==> src/rmss_pkg.sv <==
// Package for the reset and mode strap sampler: timing, map, types.
// Assumes a single 10 MHz system clock and a 16-bit register port.
package rmss_pkg;

    // System clock and derived output clock
    localparam int CLK_PERIOD_NS   = 100;
    localparam int OUT_CLK_DIV     = 2;
    localparam int T_OUT_NS        = CLK_PERIOD_NS * OUT_CLK_DIV;

    // Least strobe width: two output clocks less 5 ns, rounded up
    localparam int STROBE_MIN_NS   = 2 * T_OUT_NS - 5;
    localparam int STROBE_CYC      = (STROBE_MIN_NS + CLK_PERIOD_NS - 1) / CLK_PERIOD_NS;

    // Coprocessor strap is checked again this many clocks after release
    localparam int NUMERICS_DELAY_CLK = 4;

    // Cycles in the abort state; control outputs stay driven inactive one cycle more than this
    localparam int ABORT_DRIVE_CYC = 1;

    // Prefetch queue depth per bus variant
    localparam int Q_BYTES_WIDE    = 6;
    localparam int Q_BYTES_NARROW  = 4;

    // Register offsets
    localparam logic [7:0] REG_CTRL  = 8'h00;
    localparam logic [7:0] REG_WDATA = 8'h01;
    localparam logic [7:0] REG_RDATA = 8'h02;
    localparam logic [7:0] REG_MODE  = 8'h03;
    localparam logic [7:0] REG_QUEUE = 8'h04;

    // Control register fields
    localparam int CTL_START    = 0;
    localparam int CTL_WRITE    = 1;
    localparam int CTL_FETCH    = 2;
    localparam int CTL_ADDR_LSB = 3;
    localparam int CTL_WAIT_LSB = 5;

    // Mode register fields
    localparam int MD_ISO    = 0;
    localparam int MD_QS     = 1;
    localparam int MD_NUM    = 2;
    localparam int MD_LOCKF  = 3;
    localparam int MD_NARROW = 4;
    localparam int MD_INRST  = 5;
    localparam int MD_BUSY   = 6;

    // Queue register fields
    localparam int QR_VALID   = 8;
    localparam int QR_CNT_LSB = 9;

    // Shared strap pins, one bit each
    typedef struct packed {
        logic queue_status_strap;
        logic upper_memory_select;
        logic lower_memory_select;
        logic mid_select_0_coproc_request;
        logic mid_select_1_coproc_fault;
        logic bus_lock;
        logic coproc_busy;
    } rmss_pins_t;

    // Register port request
    typedef struct packed {
        logic        rd;
        logic        wr;
        logic [7:0]  addr;
        logic [15:0] wdata;
    } rmss_regreq_t;

    // Bus cycle states
    typedef enum logic [4:0] {
        S_IDLE   = 5'h01,
        S_ADDR   = 5'h02,
        S_STROBE = 5'h04,
        S_RECOV  = 5'h08,
        S_ABORT  = 5'h10
    } rmss_state_t;

endpackage

==> src/rmss_top.sv <==
// Reset handling, strap sampling, bus-cycle sequencer and prefetch queue.
// Assumes one 10 MHz clock, a board reset pin and pulled-up shared pins.
//
// Summary of operation
// RL1: Reset persists for as long as the reset pin is held low.
// RL2: Reset pin is synchronised before internal use; needs a running clock.
// RL3: Board holds reset low from power-on.
// RL4: Reset ends any bus cycle at once and returns to idle.
// RL5: On abort, control outputs driven inactive first, then floated.
// RL6: During reset the shared strap pins are inputs, weakly pulled up; here they stay driven inactive until the abort state ends.
// RL7: Both memory selects low in reset select isolation test mode.
// RL8: Board holds isolation straps one output clock around release.
// RL9: Read strobe strap low in reset selects queue status mode.
// RL10: Busy pin high at release, low four clocks later, enables numerics.
// RL11: Board never pulls bus lock low during reset.
// RL12: Latched low address changes only as the first bus state ends.
// RL13: Strobes last about two output clocks, plus wait states.
// RL14: Buffer enable goes inactive before direction turns to receive.
// RL15: Wide bus variant has a six-byte prefetch queue.
// RL16: Narrow bus variant has a four-byte prefetch queue.
// RL17: Cycle requests wait one or two clocks for the bus handshake.
// RL18: Straps latch at reset release; modes hold until next reset.
//
// Our own choices: the address-and-strobe port and the address map.
`timescale 1ns/1ps
module rmss_top
    import rmss_pkg::*;
(
    // Clock and system reset
    input  wire logic                  clk_sys,
    input  wire logic                  rstn,
    // Board reset and variant strap
    input  wire logic                  reset_in_n,
    input  wire logic                  bus_width_8,
    // Register port
    input  wire rmss_pkg::rmss_regreq_t reg_req,
    output logic [15:0]                reg_rdata,
    // Shared strap pins
    input  wire rmss_pkg::rmss_pins_t  pins_i,
    output rmss_pkg::rmss_pins_t       pins_o,
    output rmss_pkg::rmss_pins_t       pins_oe,
    // Data bus
    input  wire logic [15:0]           ad_i,
    output logic [15:0]                ad_o,
    output logic                       ad_oe,
    // Bus control
    output logic                       wr_strobe_n,
    output logic                       data_buffer_enable_n,
    output logic                       data_direction,
    output logic                       ctrl_oe,
    output logic                       clock_output,
    output logic [1:0]                 latched_addr,
    // Status
    output logic                       core_reset,
    output logic                       isolation_test_mode
);

    localparam int SW = $bits(rmss_pins_t) + 18;
    localparam logic [SW-1:0] SYNC_INIT = {{$bits(rmss_pins_t){1'b1}}, 18'h00000};

    // Wrap a queue pointer at the active depth
    function automatic logic [2:0] wrap(input logic [3:0] p, input logic [3:0] cap);
        logic [3:0] r;
        r = (p >= cap) ? p - cap : p;
        return r[2:0];
    endfunction

    logic [SW-1:0] sync_q;
    rmss_pins_t    pins_s;
    logic [15:0]   ad_s;
    logic          width8_s;
    logic          reset_s;
    rmss_state_t   st_r;
    logic [4:0]    cnt_r;
    logic          phase_r;
    logic          in_reset_r;
    logic          rel;
    logic          iso_r, qs_r, num_r, lockf_r, narrow_r;
    logic [2:0]    num_cnt_r;
    logic          pend_r, wr_cyc_r, fetch_r;
    logic [1:0]    addr_r, la_r;
    logic [2:0]    wait_r;
    logic [15:0]   wdata_r, rdat_r;
    logic          dir_r;
    logic [7:0]    qmem [Q_BYTES_WIDE];
    logic [2:0]    wp_r, rp_r, qcnt_r;
    logic [3:0]    cap;
    logic [1:0]    push_n;
    logic          push, pop, space_ok, start_ok;
    logic          strobe_act, cyc_act, drive;

    // Every pin input passes the synchroniser
    rmss_sync3 #(
        .W    (SW),
        .INIT (SYNC_INIT)
    ) u_sync (
        .clk_sys (clk_sys),
        .rstn    (rstn),
        .d       ({pins_i, ad_i, bus_width_8, reset_in_n}),
        .q       (sync_q)
    );

    // Unpack synchronised inputs; reset is the filtered pin
    assign {pins_s, ad_s, width8_s, reset_s} = sync_q;  // see RL2
    assign core_reset = ~reset_s;                         // see RL1

    // Output clock divider
    always_ff @(posedge clk_sys or negedge rstn) begin
        if (!rstn) begin
            phase_r <= 1'b0;
        end else begin
            phase_r <= ~phase_r;
        end
    end
    assign clock_output = phase_r;

    // Reset release pulse
    always_ff @(posedge clk_sys or negedge rstn) begin
        if (!rstn) begin
            in_reset_r <= 1'b1;
        end else begin
            in_reset_r <= core_reset;
        end
    end
    assign rel = in_reset_r & ~core_reset;

    // Strap latches, isolation and queue status cleared by reset, all held until the next one
    always_ff @(posedge clk_sys or negedge rstn) begin
        if (!rstn) begin
            iso_r    <= 1'b0;
            qs_r     <= 1'b0;
            narrow_r <= 1'b0;
        end else if (core_reset) begin
            iso_r    <= 1'b0;
            qs_r     <= 1'b0;
        end else if (rel) begin
            iso_r    <= ~pins_s.upper_memory_select & ~pins_s.lower_memory_select; // see RL7
            qs_r     <= ~pins_s.queue_status_strap;  // see RL9
            narrow_r <= width8_s;                    // see RL18
        end
    end
    assign isolation_test_mode = iso_r;

    // Lock strap fault: sticky through one reset, set wins over clear
    always_ff @(posedge clk_sys or negedge rstn) begin
        if (!rstn) begin
            lockf_r <= 1'b0;
        end else begin
            lockf_r <= (lockf_r & ~(core_reset & ~in_reset_r))
                     | (core_reset & ~pins_s.bus_lock);
        end
    end

    // Numerics: busy high at release and low four clocks later
    always_ff @(posedge clk_sys or negedge rstn) begin
        if (!rstn) begin
            num_r     <= 1'b0;
            num_cnt_r <= 3'h0;
        end else if (core_reset) begin
            num_r     <= 1'b0;
            num_cnt_r <= 3'h0;
        end else if (rel) begin
            num_cnt_r <= pins_s.coproc_busy ? 3'h1 : 3'h0;
        end else if (num_cnt_r == 3'(NUMERICS_DELAY_CLK)) begin
            num_r     <= ~pins_s.coproc_busy;  // see RL10
            num_cnt_r <= 3'h0;
        end else if (num_cnt_r != 3'h0) begin
            num_cnt_r <= num_cnt_r + 3'h1;
        end
    end

    // Queue depth and admission of new cycles
    assign cap      = narrow_r ? 4'(Q_BYTES_NARROW) : 4'(Q_BYTES_WIDE); // see RL15 see RL16
    assign push_n   = narrow_r ? 2'h1 : 2'h2;
    assign space_ok = ({1'b0, qcnt_r} + {2'h0, push_n}) <= cap;
    assign start_ok = reg_req.wr && reg_req.addr == REG_CTRL && reg_req.wdata[CTL_START]
                    && st_r == S_IDLE && !pend_r && !core_reset && !iso_r
                    && (!reg_req.wdata[CTL_FETCH] || reg_req.wdata[CTL_WRITE] || space_ok);

    // Cycle request capture; held until the sequencer takes it
    always_ff @(posedge clk_sys or negedge rstn) begin
        if (!rstn) begin
            pend_r   <= 1'b0;
            wr_cyc_r <= 1'b0;
            fetch_r  <= 1'b0;
            addr_r   <= 2'h0;
            wait_r   <= 3'h0;
        end else if (core_reset) begin
            pend_r   <= 1'b0;
        end else if (start_ok) begin
            pend_r   <= 1'b1;
            wr_cyc_r <= reg_req.wdata[CTL_WRITE];
            fetch_r  <= reg_req.wdata[CTL_FETCH] & ~reg_req.wdata[CTL_WRITE];
            addr_r   <= reg_req.wdata[CTL_ADDR_LSB +: 2];
            wait_r   <= reg_req.wdata[CTL_WAIT_LSB +: 3];
        end else if (st_r == S_IDLE && !phase_r) begin
            pend_r   <= 1'b0;
        end
    end

    // Bus cycle sequencer
    always_ff @(posedge clk_sys or negedge rstn) begin
        if (!rstn) begin
            st_r  <= S_IDLE;
            cnt_r <= 5'h00;
        end else if (core_reset) begin
            case (st_r)
                S_IDLE: begin
                    st_r <= S_IDLE;
                end
                S_ABORT: begin
                    if (cnt_r == 5'(ABORT_DRIVE_CYC - 1)) begin
                        st_r <= S_IDLE;  // see RL5
                    end else begin
                        cnt_r <= cnt_r + 5'h01;
                    end
                end
                default: begin
                    st_r  <= S_ABORT;    // see RL4
                    cnt_r <= 5'h00;
                end
            endcase
        end else begin
            case (st_r)
                S_IDLE: begin
                    if (pend_r && !phase_r) begin
                        st_r <= S_ADDR;  // see RL17
                    end
                end
                S_ADDR: begin
                    if (!phase_r) begin
                        st_r  <= S_STROBE;
                        cnt_r <= 5'(STROBE_CYC - 1) + {1'b0, wait_r, 1'b0}; // see RL13
                    end
                end
                S_STROBE: begin
                    if (cnt_r == 5'h00) begin
                        st_r <= S_RECOV;
                    end else begin
                        cnt_r <= cnt_r - 5'h01;
                    end
                end
                default: begin
                    st_r <= S_IDLE;
                end
            endcase
        end
    end

    // Low address latch moves as the output clock falls in the first state
    always_ff @(posedge clk_sys or negedge rstn) begin
        if (!rstn) begin
            la_r <= 2'h0;
        end else if (st_r == S_ADDR && phase_r && !core_reset) begin
            la_r <= addr_r;  // see RL12
        end
    end
    assign latched_addr = la_r;

    // Direction turns only while the buffer enable is inactive
    always_ff @(posedge clk_sys or negedge rstn) begin
        if (!rstn) begin
            dir_r <= 1'b0;
        end else if (core_reset) begin
            dir_r <= 1'b0;
        end else if (st_r == S_ADDR && phase_r) begin
            dir_r <= wr_cyc_r;  // see RL14
        end
    end

    // Pin drive: inactive levels during abort, floated otherwise in reset
    assign strobe_act = st_r == S_STROBE && !core_reset;
    assign cyc_act    = (st_r == S_ADDR || st_r == S_STROBE) && !core_reset;
    assign drive      = !iso_r && (!core_reset || st_r != S_IDLE);  // see RL5 see RL6

    // Control pin levels and enables
    always_comb begin
        pins_o = '1;
        pins_o.queue_status_strap  = qs_r ? (qcnt_r == 3'h0) : ~(strobe_act & ~wr_cyc_r);
        pins_o.upper_memory_select = ~(cyc_act & fetch_r);
        pins_o.lower_memory_select = ~(cyc_act & ~fetch_r);
        pins_oe = drive ? '1 : '0;
        pins_oe.coproc_busy = 1'b0;
    end
    assign wr_strobe_n          = ~(strobe_act & wr_cyc_r);
    assign data_buffer_enable_n = ~strobe_act;
    assign data_direction       = dir_r;
    assign ctrl_oe              = drive;
    assign ad_o                 = wdata_r;
    assign ad_oe                = strobe_act & wr_cyc_r & !iso_r;

    // Read data capture and queue fill at the end of the strobe
    assign push = strobe_act && cnt_r == 5'h00 && !wr_cyc_r && fetch_r;
    assign pop  = reg_req.rd && reg_req.addr == REG_QUEUE && qcnt_r != 3'h0;

    always_ff @(posedge clk_sys or negedge rstn) begin
        if (!rstn) begin
            rdat_r <= 16'h0000;
        end else if (strobe_act && cnt_r == 5'h00 && !wr_cyc_r) begin
            rdat_r <= ad_s;
        end
    end

    // Prefetch queue storage
    always_ff @(posedge clk_sys) begin
        if (push) begin
            qmem[wp_r] <= ad_s[7:0];
            if (!narrow_r) begin
                qmem[wrap({1'b0, wp_r} + 4'h1, cap)] <= ad_s[15:8];
            end
        end
    end

    // Queue pointers and count
    always_ff @(posedge clk_sys or negedge rstn) begin
        if (!rstn) begin
            wp_r   <= 3'h0;
            rp_r   <= 3'h0;
            qcnt_r <= 3'h0;
        end else if (core_reset) begin
            wp_r   <= 3'h0;
            rp_r   <= 3'h0;
            qcnt_r <= 3'h0;
        end else begin
            if (push) begin
                wp_r <= wrap({1'b0, wp_r} + {2'h0, push_n}, cap);
            end
            if (pop) begin
                rp_r <= wrap({1'b0, rp_r} + 4'h1, cap);
            end
            qcnt_r <= qcnt_r + (push ? {1'b0, push_n} : 3'h0) - {2'h0, pop};
        end
    end

    // Write data register
    always_ff @(posedge clk_sys or negedge rstn) begin
        if (!rstn) begin
            wdata_r <= 16'h0000;
        end else if (reg_req.wr && reg_req.addr == REG_WDATA) begin
            wdata_r <= reg_req.wdata;
        end
    end

    // Register read, answered in the next cycle
    always_ff @(posedge clk_sys or negedge rstn) begin
        if (!rstn) begin
            reg_rdata <= 16'h0000;
        end else if (!reg_req.rd) begin
            reg_rdata <= 16'h0000;
        end else if (reg_req.addr == REG_CTRL) begin
            reg_rdata <= {8'h00, wait_r, addr_r, fetch_r, wr_cyc_r, pend_r};
        end else if (reg_req.addr == REG_WDATA) begin
            reg_rdata <= wdata_r;
        end else if (reg_req.addr == REG_RDATA) begin
            reg_rdata <= rdat_r;
        end else if (reg_req.addr == REG_MODE) begin
            reg_rdata <= {9'h000, st_r != S_IDLE, core_reset, narrow_r,
                          lockf_r, num_r, qs_r, iso_r};
        end else if (reg_req.addr == REG_QUEUE) begin
            reg_rdata <= {4'h0, qcnt_r, pop, pop ? qmem[rp_r] : 8'h00};
        end else begin
            reg_rdata <= 16'h0000;
        end
    end
endmodule

==> src/rmss_sync3.sv <==
// Three-stage input synchroniser with agreement filter.
// Assumes inputs are asynchronous to clk_sys.
`timescale 1ns/1ps
module rmss_sync3 #(
    parameter int           W    = 1,
    parameter logic [W-1:0] INIT = '0
) (
    // Clock and reset
    input  wire logic         clk_sys,
    input  wire logic         rstn,
    // Data
    input  wire logic [W-1:0] d,
    output logic      [W-1:0] q
);

    logic [W-1:0] ff1_r;
    logic [W-1:0] ff2_r;
    logic [W-1:0] ff3_r;

    // Chain; output moves only where stages two and three agree
    always_ff @(posedge clk_sys or negedge rstn) begin
        if (!rstn) begin
            ff1_r <= INIT;
            ff2_r <= INIT;
            ff3_r <= INIT;
            q     <= INIT;
        end else begin
            ff1_r <= d;
            ff2_r <= ff1_r;
            ff3_r <= ff2_r;
            q     <= (ff2_r & ~(ff2_r ^ ff3_r)) | (q & (ff2_r ^ ff3_r));
        end
    end

endmodule

==> config.mk <==
export PLATFORM = sky130hd
export DESIGN_NAME = rmss_top
export DESIGN_NICKNAME = d
export VERILOG_FILES = /design/src/rmss_pkg.sv /design/src/rmss_top.sv /design/src/rmss_sync3.sv
export SDC_FILE = /design/constraint.sdc
export NUM_CORES = 1
export LEC_CHECK = 0
export ABC_AREA = 1
export ABC_CLOCK_PERIOD_IN_PS = 2700
export BUFFER_PORTS_ARGS = -buffer_cell sky130_fd_sc_hd__buf_4
export CAP_MARGIN = 0
export CORE_MARGIN = 3
export CORE_UTILIZATION = 30
export DETAILED_ROUTE_END_ITERATION = 7
export GPL_ROUTABILITY_DRIVEN = 0
export SYNTH_ARGS = -nofsm -noshare
export SYNTH_HDL_FRONTEND = slang
export SYNTH_HIERARCHICAL = 1
export SYNTH_SLANG_ARGS = --single-unit
==> constraint.sdc <==
create_clock -name clk_sys -period 2.7 [get_ports clk_sys]
set_input_delay 0.27 -clock clk_sys [delete_from_list [all_inputs] [get_ports clk_sys]]
set_output_delay 0.27 -clock clk_sys [all_outputs]
set_load 0.01 [all_outputs]
After elaboration in Yosys (flattened, before gate mapping)
Memory sizes are Yosys's and may differ from the RTL's.
Cells that the tools add are included.
{"block": "op_classes", "add_sub_neg": 13, "n_lt_le_gt_ge": 4, "n_eq_ne": 26, "muxes": 55, "n_bitwise": 34, "reduce_logical": 39}
{"cell": "16-bit 2-to-1 mux", "n": 4}
{"cell": "25-bit AND", "n": 2}
{"cell": "5-bit 2-to-1 mux", "n": 9}
{"cell": "3-bit 2-to-1 mux", "n": 12}
{"cell": "5-bit one-hot mux with 2 select lines", "n": 3}
{"cell": "25-bit inverter", "n": 1}
{"cell": "25-bit bitwise OR", "n": 1}
{"cell": "25-bit bitwise XOR", "n": 1}
{"cell": "12-bit 2-to-1 mux", "n": 2}
{"cell": "1-bit logical AND", "n": 20}
{"cell": "1-bit 2-to-1 mux", "n": 19}
{"cell": "3-bit inequality test (second input constant)", "n": 6}
{"cell": "1-bit inverter", "n": 17}
{"cell": "8-bit by 2-bit equality test with 1-bit output (second input constant)", "n": 2}
{"cell": "5-bit one-hot mux with 3 select lines", "n": 1}
{"cell": "4-bit by 3-bit >= comparator with 1-bit output", "n": 3}
{"cell": "2-bit inequality test (second input constant)", "n": 6}
{"cell": "1-bit AND", "n": 11}
{"cell": "3-bit subtractor", "n": 3}
{"cell": "3-bit by 1-bit adder with 4-bit output (second input constant)", "n": 2}
{"cell": "3-bit by 2-bit adder with 4-bit output", "n": 2}
{"cell": "8-bit by 1-bit equality test with 1-bit output (second input constant)", "n": 1}
{"cell": "8-bit by 3-bit equality test with 1-bit output (second input constant)", "n": 1}
{"cell": "8-bit logical NOT", "n": 1}
{"cell": "28 further kinds", "n": 41}
{"block": "totals", "reg_bits": 188, "mem_bits_rw": 48, "out_inout_bits": 56, "wordCells": 199, "memories": 1}
{"memory": "qmem", "depth": 6, "word_bits": 8, "read_ports": 1, "rd_ports_with_merged_regs": 0, "wr": 2, "line_no": "rmss_top.sv:85", "rtl": "logic [7:0] qmem [Q_BYTES_WIDE];"}

Logic depth before layout (Yosys ltp)
Gate-level depths: netlist of run 1.
{"block": "logic_depth", "word_depth": 10, "ltp_mapped": 14, "ltp_nobuf": 14}

By module
The synthesis of run 1 kept the hierarchy.
{"module": "rmss_top", "n_inst": 1, "cells_each": 882, "area_per_inst_um2": 7583.5, "seq_area_each_um2": 3646.0}
{"module": "rmss_sync3", "n_inst": 1, "cells_each": 200, "area_per_inst_um2": 2944.1, "seq_area_each_um2": 2537.4}

Worst setup path after synthesis of run 1
No wires, ideal clock.
{"block": "synth_path", "kind": "register -> register", "start": "reg wp_r[0]", "end": "mem qmem[4][0], enable pin", "setup_time_ns": 0.384, "arrival_time_ns": 2.196, "slack_ns": 0.120, "path_stages_with_launch": 12, "synth_period_minus_slack_ns": 2.580, "path_cell_list": "dfrtp_1 -> ha_1 -> inv_1 -> ha_1 -> nand2_1 -> inv_1 -> nand3b_4 -> nand3_1 -> nand2_4 -> nor2_8 -> nand2_2 -> o21ai_0"}
{"item": "start, declared", "line_no": "rmss_top.sv:86", "rtl": "logic [2:0] wp_r, rp_r, qcnt_r;"}
{"item": "start signal, assigned", "line_no": "rmss_top.sv:326", "rtl": "wp_r <= wrap({1'b0, wp_r} + {2'h0, push_n}, cap);"}
{"item": "end, declared", "line_no": "rmss_top.sv:85"}

Worst setup path after layout of run 1
{"block": "layout_path", "start": "reg cnt_r[0]", "end": "reg qcnt_r[2]"}
{"block": "layout_via", "elab_chain_cells": 8}
{"item": "start, declared", "line_no": "rmss_top.sv:74", "rtl": "logic [4:0] cnt_r;"}
{"item": "start signal, assigned", "line_no": "rmss_top.sv:215", "rtl": "cnt_r <= cnt_r + 5'h01;"}
{"item": "start signal, assigned", "line_no": "rmss_top.sv:233", "rtl": "cnt_r <= 5'(STROBE_CYC - 1) + {1'b0, wait_r, 1'b0};"}
{"item": "start signal, assigned", "line_no": "rmss_top.sv:240", "rtl": "cnt_r <= cnt_r - 5'h01;"}
{"item": "5-bit logical NOT", "line_no": "rmss_top.sv:293", "rtl": "assign push = strobe_act && cnt_r == 5'h00 && !wr_cyc_r && fetch_r;"}
{"item": "1-bit logical AND (3 in a row)", "line_no": "rmss_top.sv:293"}
{"item": "2-bit 2-to-1 mux", "line_no": "rmss_top.sv:331", "rtl": "qcnt_r <= qcnt_r + (push ? {1'b0, push_n} : 3'h0) - {2'h0, pop};"}
{"item": "3-bit by 2-bit adder with 3-bit output", "line_no": "rmss_top.sv:331"}
{"item": "3-bit by 1-bit subtractor with 3-bit output", "line_no": "rmss_top.sv:331"}
{"item": "3-bit 2-to-1 mux", "line_no": "rmss_top.sv:320", "rtl": "end else if (core_reset) begin"}
{"item": "end signal, assigned", "line_no": "rmss_top.sv:331"}
{"item": "end, declared", "line_no": "rmss_top.sv:86"}
No other way between the ends.
A chain may end at the register's enable or synchronous reset.

==> results of run 1 <==
-- layout make-up --
cell class,instances,area share [%]
inverter,109,3.15
multi-input combinational,697,28.4
tap,448,4.32
timing repair buffer,175,11.1
clock buffer,39,6.35
clock inverter,9,0.607
sequential,228,46.0
-- power by group --
part	total, uW	switching [uW]	internal, uW
logic	1050	606	445
clock network	3610	1400	2210
registers	3980	217	3760
total	8640	2220	6410
-- cell usage in the layout (no fill, tap or decap), drive strengths merged --
cell type and instances:
a211oi 1, a21oi 60, a31oi 2, a32oi 1, buf 136, bufinv 1, clkbuf 40, clkinv 6
clkinvlp 3, conb 5, dfrtp 158, dfstp 22, dlygate4sd3 38, edfxtp 48, fa 3, ha 19
inv 108, mux2 31, nand2 283, nand3 100, nand3b 3, nand4 9, nor2 87, nor3 2
o211ai 4, o21ai 67, o21bai 1, o221ai 1, o22ai 4, o32ai 1, or2 2, xnor2 6
xor2 5
-- worst max-delay path by stage --
stage | to | cells past startpoint
floorplan | qmem[4][0]$_DFFE_PP_ | 11
global placement | qcnt_r[2]$_DFF_PN0_ | 14
detailed placement | qcnt_r[2]$_DFF_PN0_ | 14
CTS | qcnt_r[2]$_DFF_PN0_ | 14
global route | fetch_r$_DFFE_PN0P_ | 12
finish | qcnt_r[2]$_DFF_PN0_ | 14
-- metal layers --
metal | wire length (um) | global-route usage (%) | share of wire, % | up-vias
li1 | - | - | - | 3821
met1 | 11500 | 19.3 | 46 | 3752
met2 | 11600 | 23.3 | 47 | 215
met3 | 1480 | 2.26 | 6.0 | 20
met4 | 295 | 2.77 | 1.2 | 0
met5 | 0 | 0 | 0 | -
-- stage by stage --
stage          area [um^2]  utilization, %  instances  hold slack [ps]  total power [uW]
2_1_floorplan        10300               -       1069            -25.6              4630
3_3_place_gp         11700            34.7       1619              335              5030
3_5_place_dp         11700            34.7       1619              335              5060
4_1_cts              13000            38.5       1705             8.60              8770
5_1_grt              13000            38.5       1705             19.0              9090
6_report             13000            38.5       1705             31.2              8640
-- worst min-delay path, stage by stage --
cell and delay [ps]:
buf_4 110, nand3_1 70, nand2_1 60
==> results.cfg, run 1 <==
[global_route]
antenna_found_initial = 0
track_usage_pct = 14.0
grt_pass1_vias = 7723
grt-ovfl-total = 0
grt_pass1_wl_um = 41200
grt_max_degree = 81

[synthesis]
avgSynthCellArea_um2 = 9.65
yosysWarnings = 6
synth_cells = 1066
netlist_area_mm2 = 0.0103

[worst_setup_path]
rr_endpoint = qcnt_r[2]$_DFF_PN0_
path_buf_inv = 3
worstPathRequired_ps = 3110
rr_worst_depth = 14
path_cells = inv_1, ha_1, nand2_1, nor2_2, nand2_2, nor2_2, nand2_1, ha_1, inv_1, ha_1, inv_1, fa_1, xor2_1, nor2_1
critPathSlowestCell = dfrtp_1
worstPathMaxFanout = 4
crit_path_end_kind = flop
arrival_ps = 2840
startpoint_type = flop
slowest_delay_ps = 400
reg2reg_slack_ps = 270
critical_path_class = flop to flop
reg2reg_from = cnt_r[0]$_DFFE_PN0P_
cp-startpoint = cnt_r[0]$_DFFE_PN0P_
crit_family = adder cells

[die]
core_mm2 = 0.0337
die-height_um = 191
die_w_um = 191
start_util_pct = 30.5
ios = 109
num_rows = 67
dieArea_mm2 = 0.0365

[route]
wl_per_cell_um = 14.6
wl_um = 24900
drt-vias-per-instance = 4.58
final_antenna_net_count = 0
drc_errors = 0
first_pass_iters = 5
vias = 7808
dr.first_iter.drc_count = 562

[sta]
setup_viol = 0
finalWorstSetupSlack_ps = 270
finalSetupTns_ps = 0
period_share_pct = 90.0
rsz0062_at_grt = no
fin_skew_ps = 8.62
fmaxAchievable_mhz = 411
slew_headroom_pct = 55.1
min_period_ps = 2430
drv_slew = 0
worstMarginPinSlew_ps = 673
hold_viol = 0

[clocking]
cts_buffer_depth = 3
htree_levels = 1
cts_made_buffers = 26
hold_buffers = 38
post_cts_buffers = 0
clock_sinks = 228
insertion_delay_ps = 520
clkSlewWorstSetupHoldPaths_ps = 60
cts_tree = done
root_buffer = clkbuf_16
cts.repair.resized = 0

[placement]
portBuffers = 101
pre_cts_ws_ps = 268
hpwl_um = 17800

[hold_path]
holdPathEnd = wr_cyc_r$_DFFE_PN0P_
whs_path_depth = 3
hold_start = reg_req[1]
min_path_type = input pin to flop

[cells_and_area]
fillers = 3364
multi_input_area_mm2 = 0.00369
nets = 1312
drive_gt1_share_pct = 21.0
area_growth_pct = 26.2
diodes = 0
seq_area_mm2 = 0.00597

[outcome]
status = completed

[power]
vdd_drop_max_mv = 0.434
power.density_mw_per_mm2 = 666
p_leak_uw = 0.00619

[job]
maxCapViolCount = 0
No activity file was read; power rests on OpenSTA's default activity.
==> run 2: changes to the inputs <==
- ABC_CLOCK_PERIOD_IN_PS: 2700 -> 2500
- GPL_TIMING_DRIVEN: not set -> 0
- clock period: 2.7 -> 2.5 ns (I/O delays scaled with it)
==> results.cfg, run 2 (same netlist as run 1, synthesis figures left out) <==
[route]
vias = 7938
final_antenna_net_count = 0
wl_um = 26200
drc_errors = 0
first_pass_iters = 5
wl_per_cell_um = 15.2
drt-vias-per-instance = 4.60
dr.first_iter.drc_count = 537

[clocking]
clock_sinks = 228
clkSlewWorstSetupHoldPaths_ps = 60
cts_made_buffers = 27
cts_buffer_depth = 3
insertion_delay_ps = 530
htree_levels = 1
cts_tree = done
root_buffer = clkbuf_16

[worst_setup_path]
crit_family = simple AND/OR/NAND/NOR gates
rr_worst_depth = 13
reg2reg_from = wp_r[1]$_DFFE_PN0P_
worst_path_most_repeated_cell = nand2_1
worstPathMaxFanout = 8
startpoint_type = flop
arrival_ps = 2660
reg2reg_slack_ps = 130
critPathSlowestCell = dfrtp_2
rr_endpoint = qmem[5][4]$_DFFE_PP_
path_buf_inv = 3
slowest_delay_ps = 450
path_cells = ha_4, inv_1, ha_4, nand2_1, inv_1, nand3b_4, nand3_2, nand2_4, nor2_8, buf_6, nand2_4, nand2_1, nand2_1
critical_path_class = flop to flop
worstPathRequired_ps = 2790
crit_path_end_kind = flop

[placement]
portBuffers = 101
hpwl_um = 18300

[global_route]
antenna_found_initial = 0
grt_max_degree = 105
track_usage_pct = 14.4
grt-ovfl-total = 0
grt_pass1_wl_um = 42000
grt_pass1_vias = 7730

[sta]
setup_viol = 0
fin_skew_ps = 13.7
period_share_pct = 94.7
drv_slew = 0
whs_ps = 77.5
min_period_ps = 2370
slew_headroom_pct = 47.6
hold_viol = 0
fmaxAchievable_mhz = 423
worstMarginPinSlew_ps = 781

[power]
power.density_mw_per_mm2 = 721
p_leak_uw = 0.00632
switching_power_uw = 2530
power_frac_clock_pct = 41.6
internal-power_uw = 7070
power.total_uw = 9590
sw_frac_of_total_pct = 26.3
vdd_drop_max_mv = 0.538
pwr-share-comb_pct = 13.2
seqPwrFrac_pct = 45.1

[hold_path]
whs_path_depth = 3
hold_start = reg_req[2]
holdPathEnd = ad_o[2]$_DFFE_PN0P_
min_path_type = input pin to flop

[cells_and_area]
diodes = 0
area_growth_pct = 29.4
fillers = 3317
nets = 1333
final_core_util_pct = 39.5
layout_commonest_cell = nand2_1
layout_common_cells = nand2_1, dfrtp_1, buf_4, inv_1, nand3_1
drive_gt1_share_pct = 22.9

[die]
start_util_pct = 30.5
core_mm2 = 0.0337
num_rows = 67
dieArea_mm2 = 0.0365
die_w_um = 191
ios = 109
die-height_um = 191

[job]
maxCapViolCount = 0

[outcome]
status = completed
[run 2: worst max-delay path by stage]
stage          cells after the start            startpoint              endpoint  slack (ps)
3_3_place_gp                      10  narrow_r$_DFFE_PN0P_  qmem[3][3]$_DFFE_PP_        -500
2_1_floorplan                     11   wp_r[0]$_DFFE_PN0P_  qmem[0][0]$_DFFE_PP_         -60
6_report                          13   wp_r[1]$_DFFE_PN0P_  qmem[5][4]$_DFFE_PP_         130
5_1_grt                           13   st_r[4]$_DFFE_PN0P_   qcnt_r[2]$_DFF_PN0_        -0.5
3_5_place_dp                      10  narrow_r$_DFFE_PN0P_  qmem[3][3]$_DFFE_PP_        -550
4_1_cts                           11   wp_r[1]$_DFFE_PN0P_  qmem[5][6]$_DFFE_PP_         -40
[run 2: worst reg2reg max path: stages, from the launching register on]
cell	delay [ps]
dfrtp_2	450
ha_4	290
inv_1	70
ha_4	280
nand2_1	50
inv_1	90
nand3b_4	100
nand3_2	100
nand2_4	90
nor2_8	260
buf_6	160
nand2_4	60
nand2_1	80
nand2_1	50
[run 2: stage by stage]
step	std cells	worst slack (ps)	cell area, um^2	setup TNS (ps)
6_report	1726	133	13300	0
5_1_grt	1726	-0.540	13300	-0.540
4_1_cts	1714	-38.8	13100	-466
3_3_place_gp	1618	-503	11600	-22720
2_1_floorplan	1069	-55.3	10300	-885
3_5_place_dp	1619	-552	11700	-26020
[run 2: area by class of cell]
type | instances | area [um^2] | area share [%]
well taps | 448 | 561 | 4.21
plain buffers | 35 | 228 | 1.71
clock buffers | 32 | 746 | 5.60
multi-input cells | 698 | 3890 | 29.2
clock inverters | 17 | 169 | 1.27
repair buffers | 159 | 1330 | 9.98
flip-flops and latches | 228 | 5980 | 44.9
inverters | 109 | 413 | 3.10
[run 2: metal layers]
layer  part of all wire [%]  GRT usage (%)
met4                    2.3           4.60
met3                    6.9           2.37
met2                     46           22.8
met1                     45           20.3
met5                      0              0
[run 2: power groups by stage]
| stage | Clock [uW] | Sequential, uW | Combinational [uW] |
|---|---|---|---|
| after detailed placement | 0 | 4390 | 1140 |
| after global routing | 4280 | 4360 | 1440 |
| after floorplan | 0 | 4290 | 713 |
| final | 4000 | 4330 | 1270 |
| after CTS | 4120 | 4330 | 1230 |
| after global placement | 0 | 4380 | 1100 |
[run 2: what timing repair did]
action | in CTS | in global routing
setup endpoints to repair | 98 | 103
gates cloned | 0 | 1
endpoints found under the hold margin | 109 | 0
hold buffers | 40 | 0
buffers inserted | 6 | 11
pin swaps | 3 | 6
gates resized for setup | 22 | 20
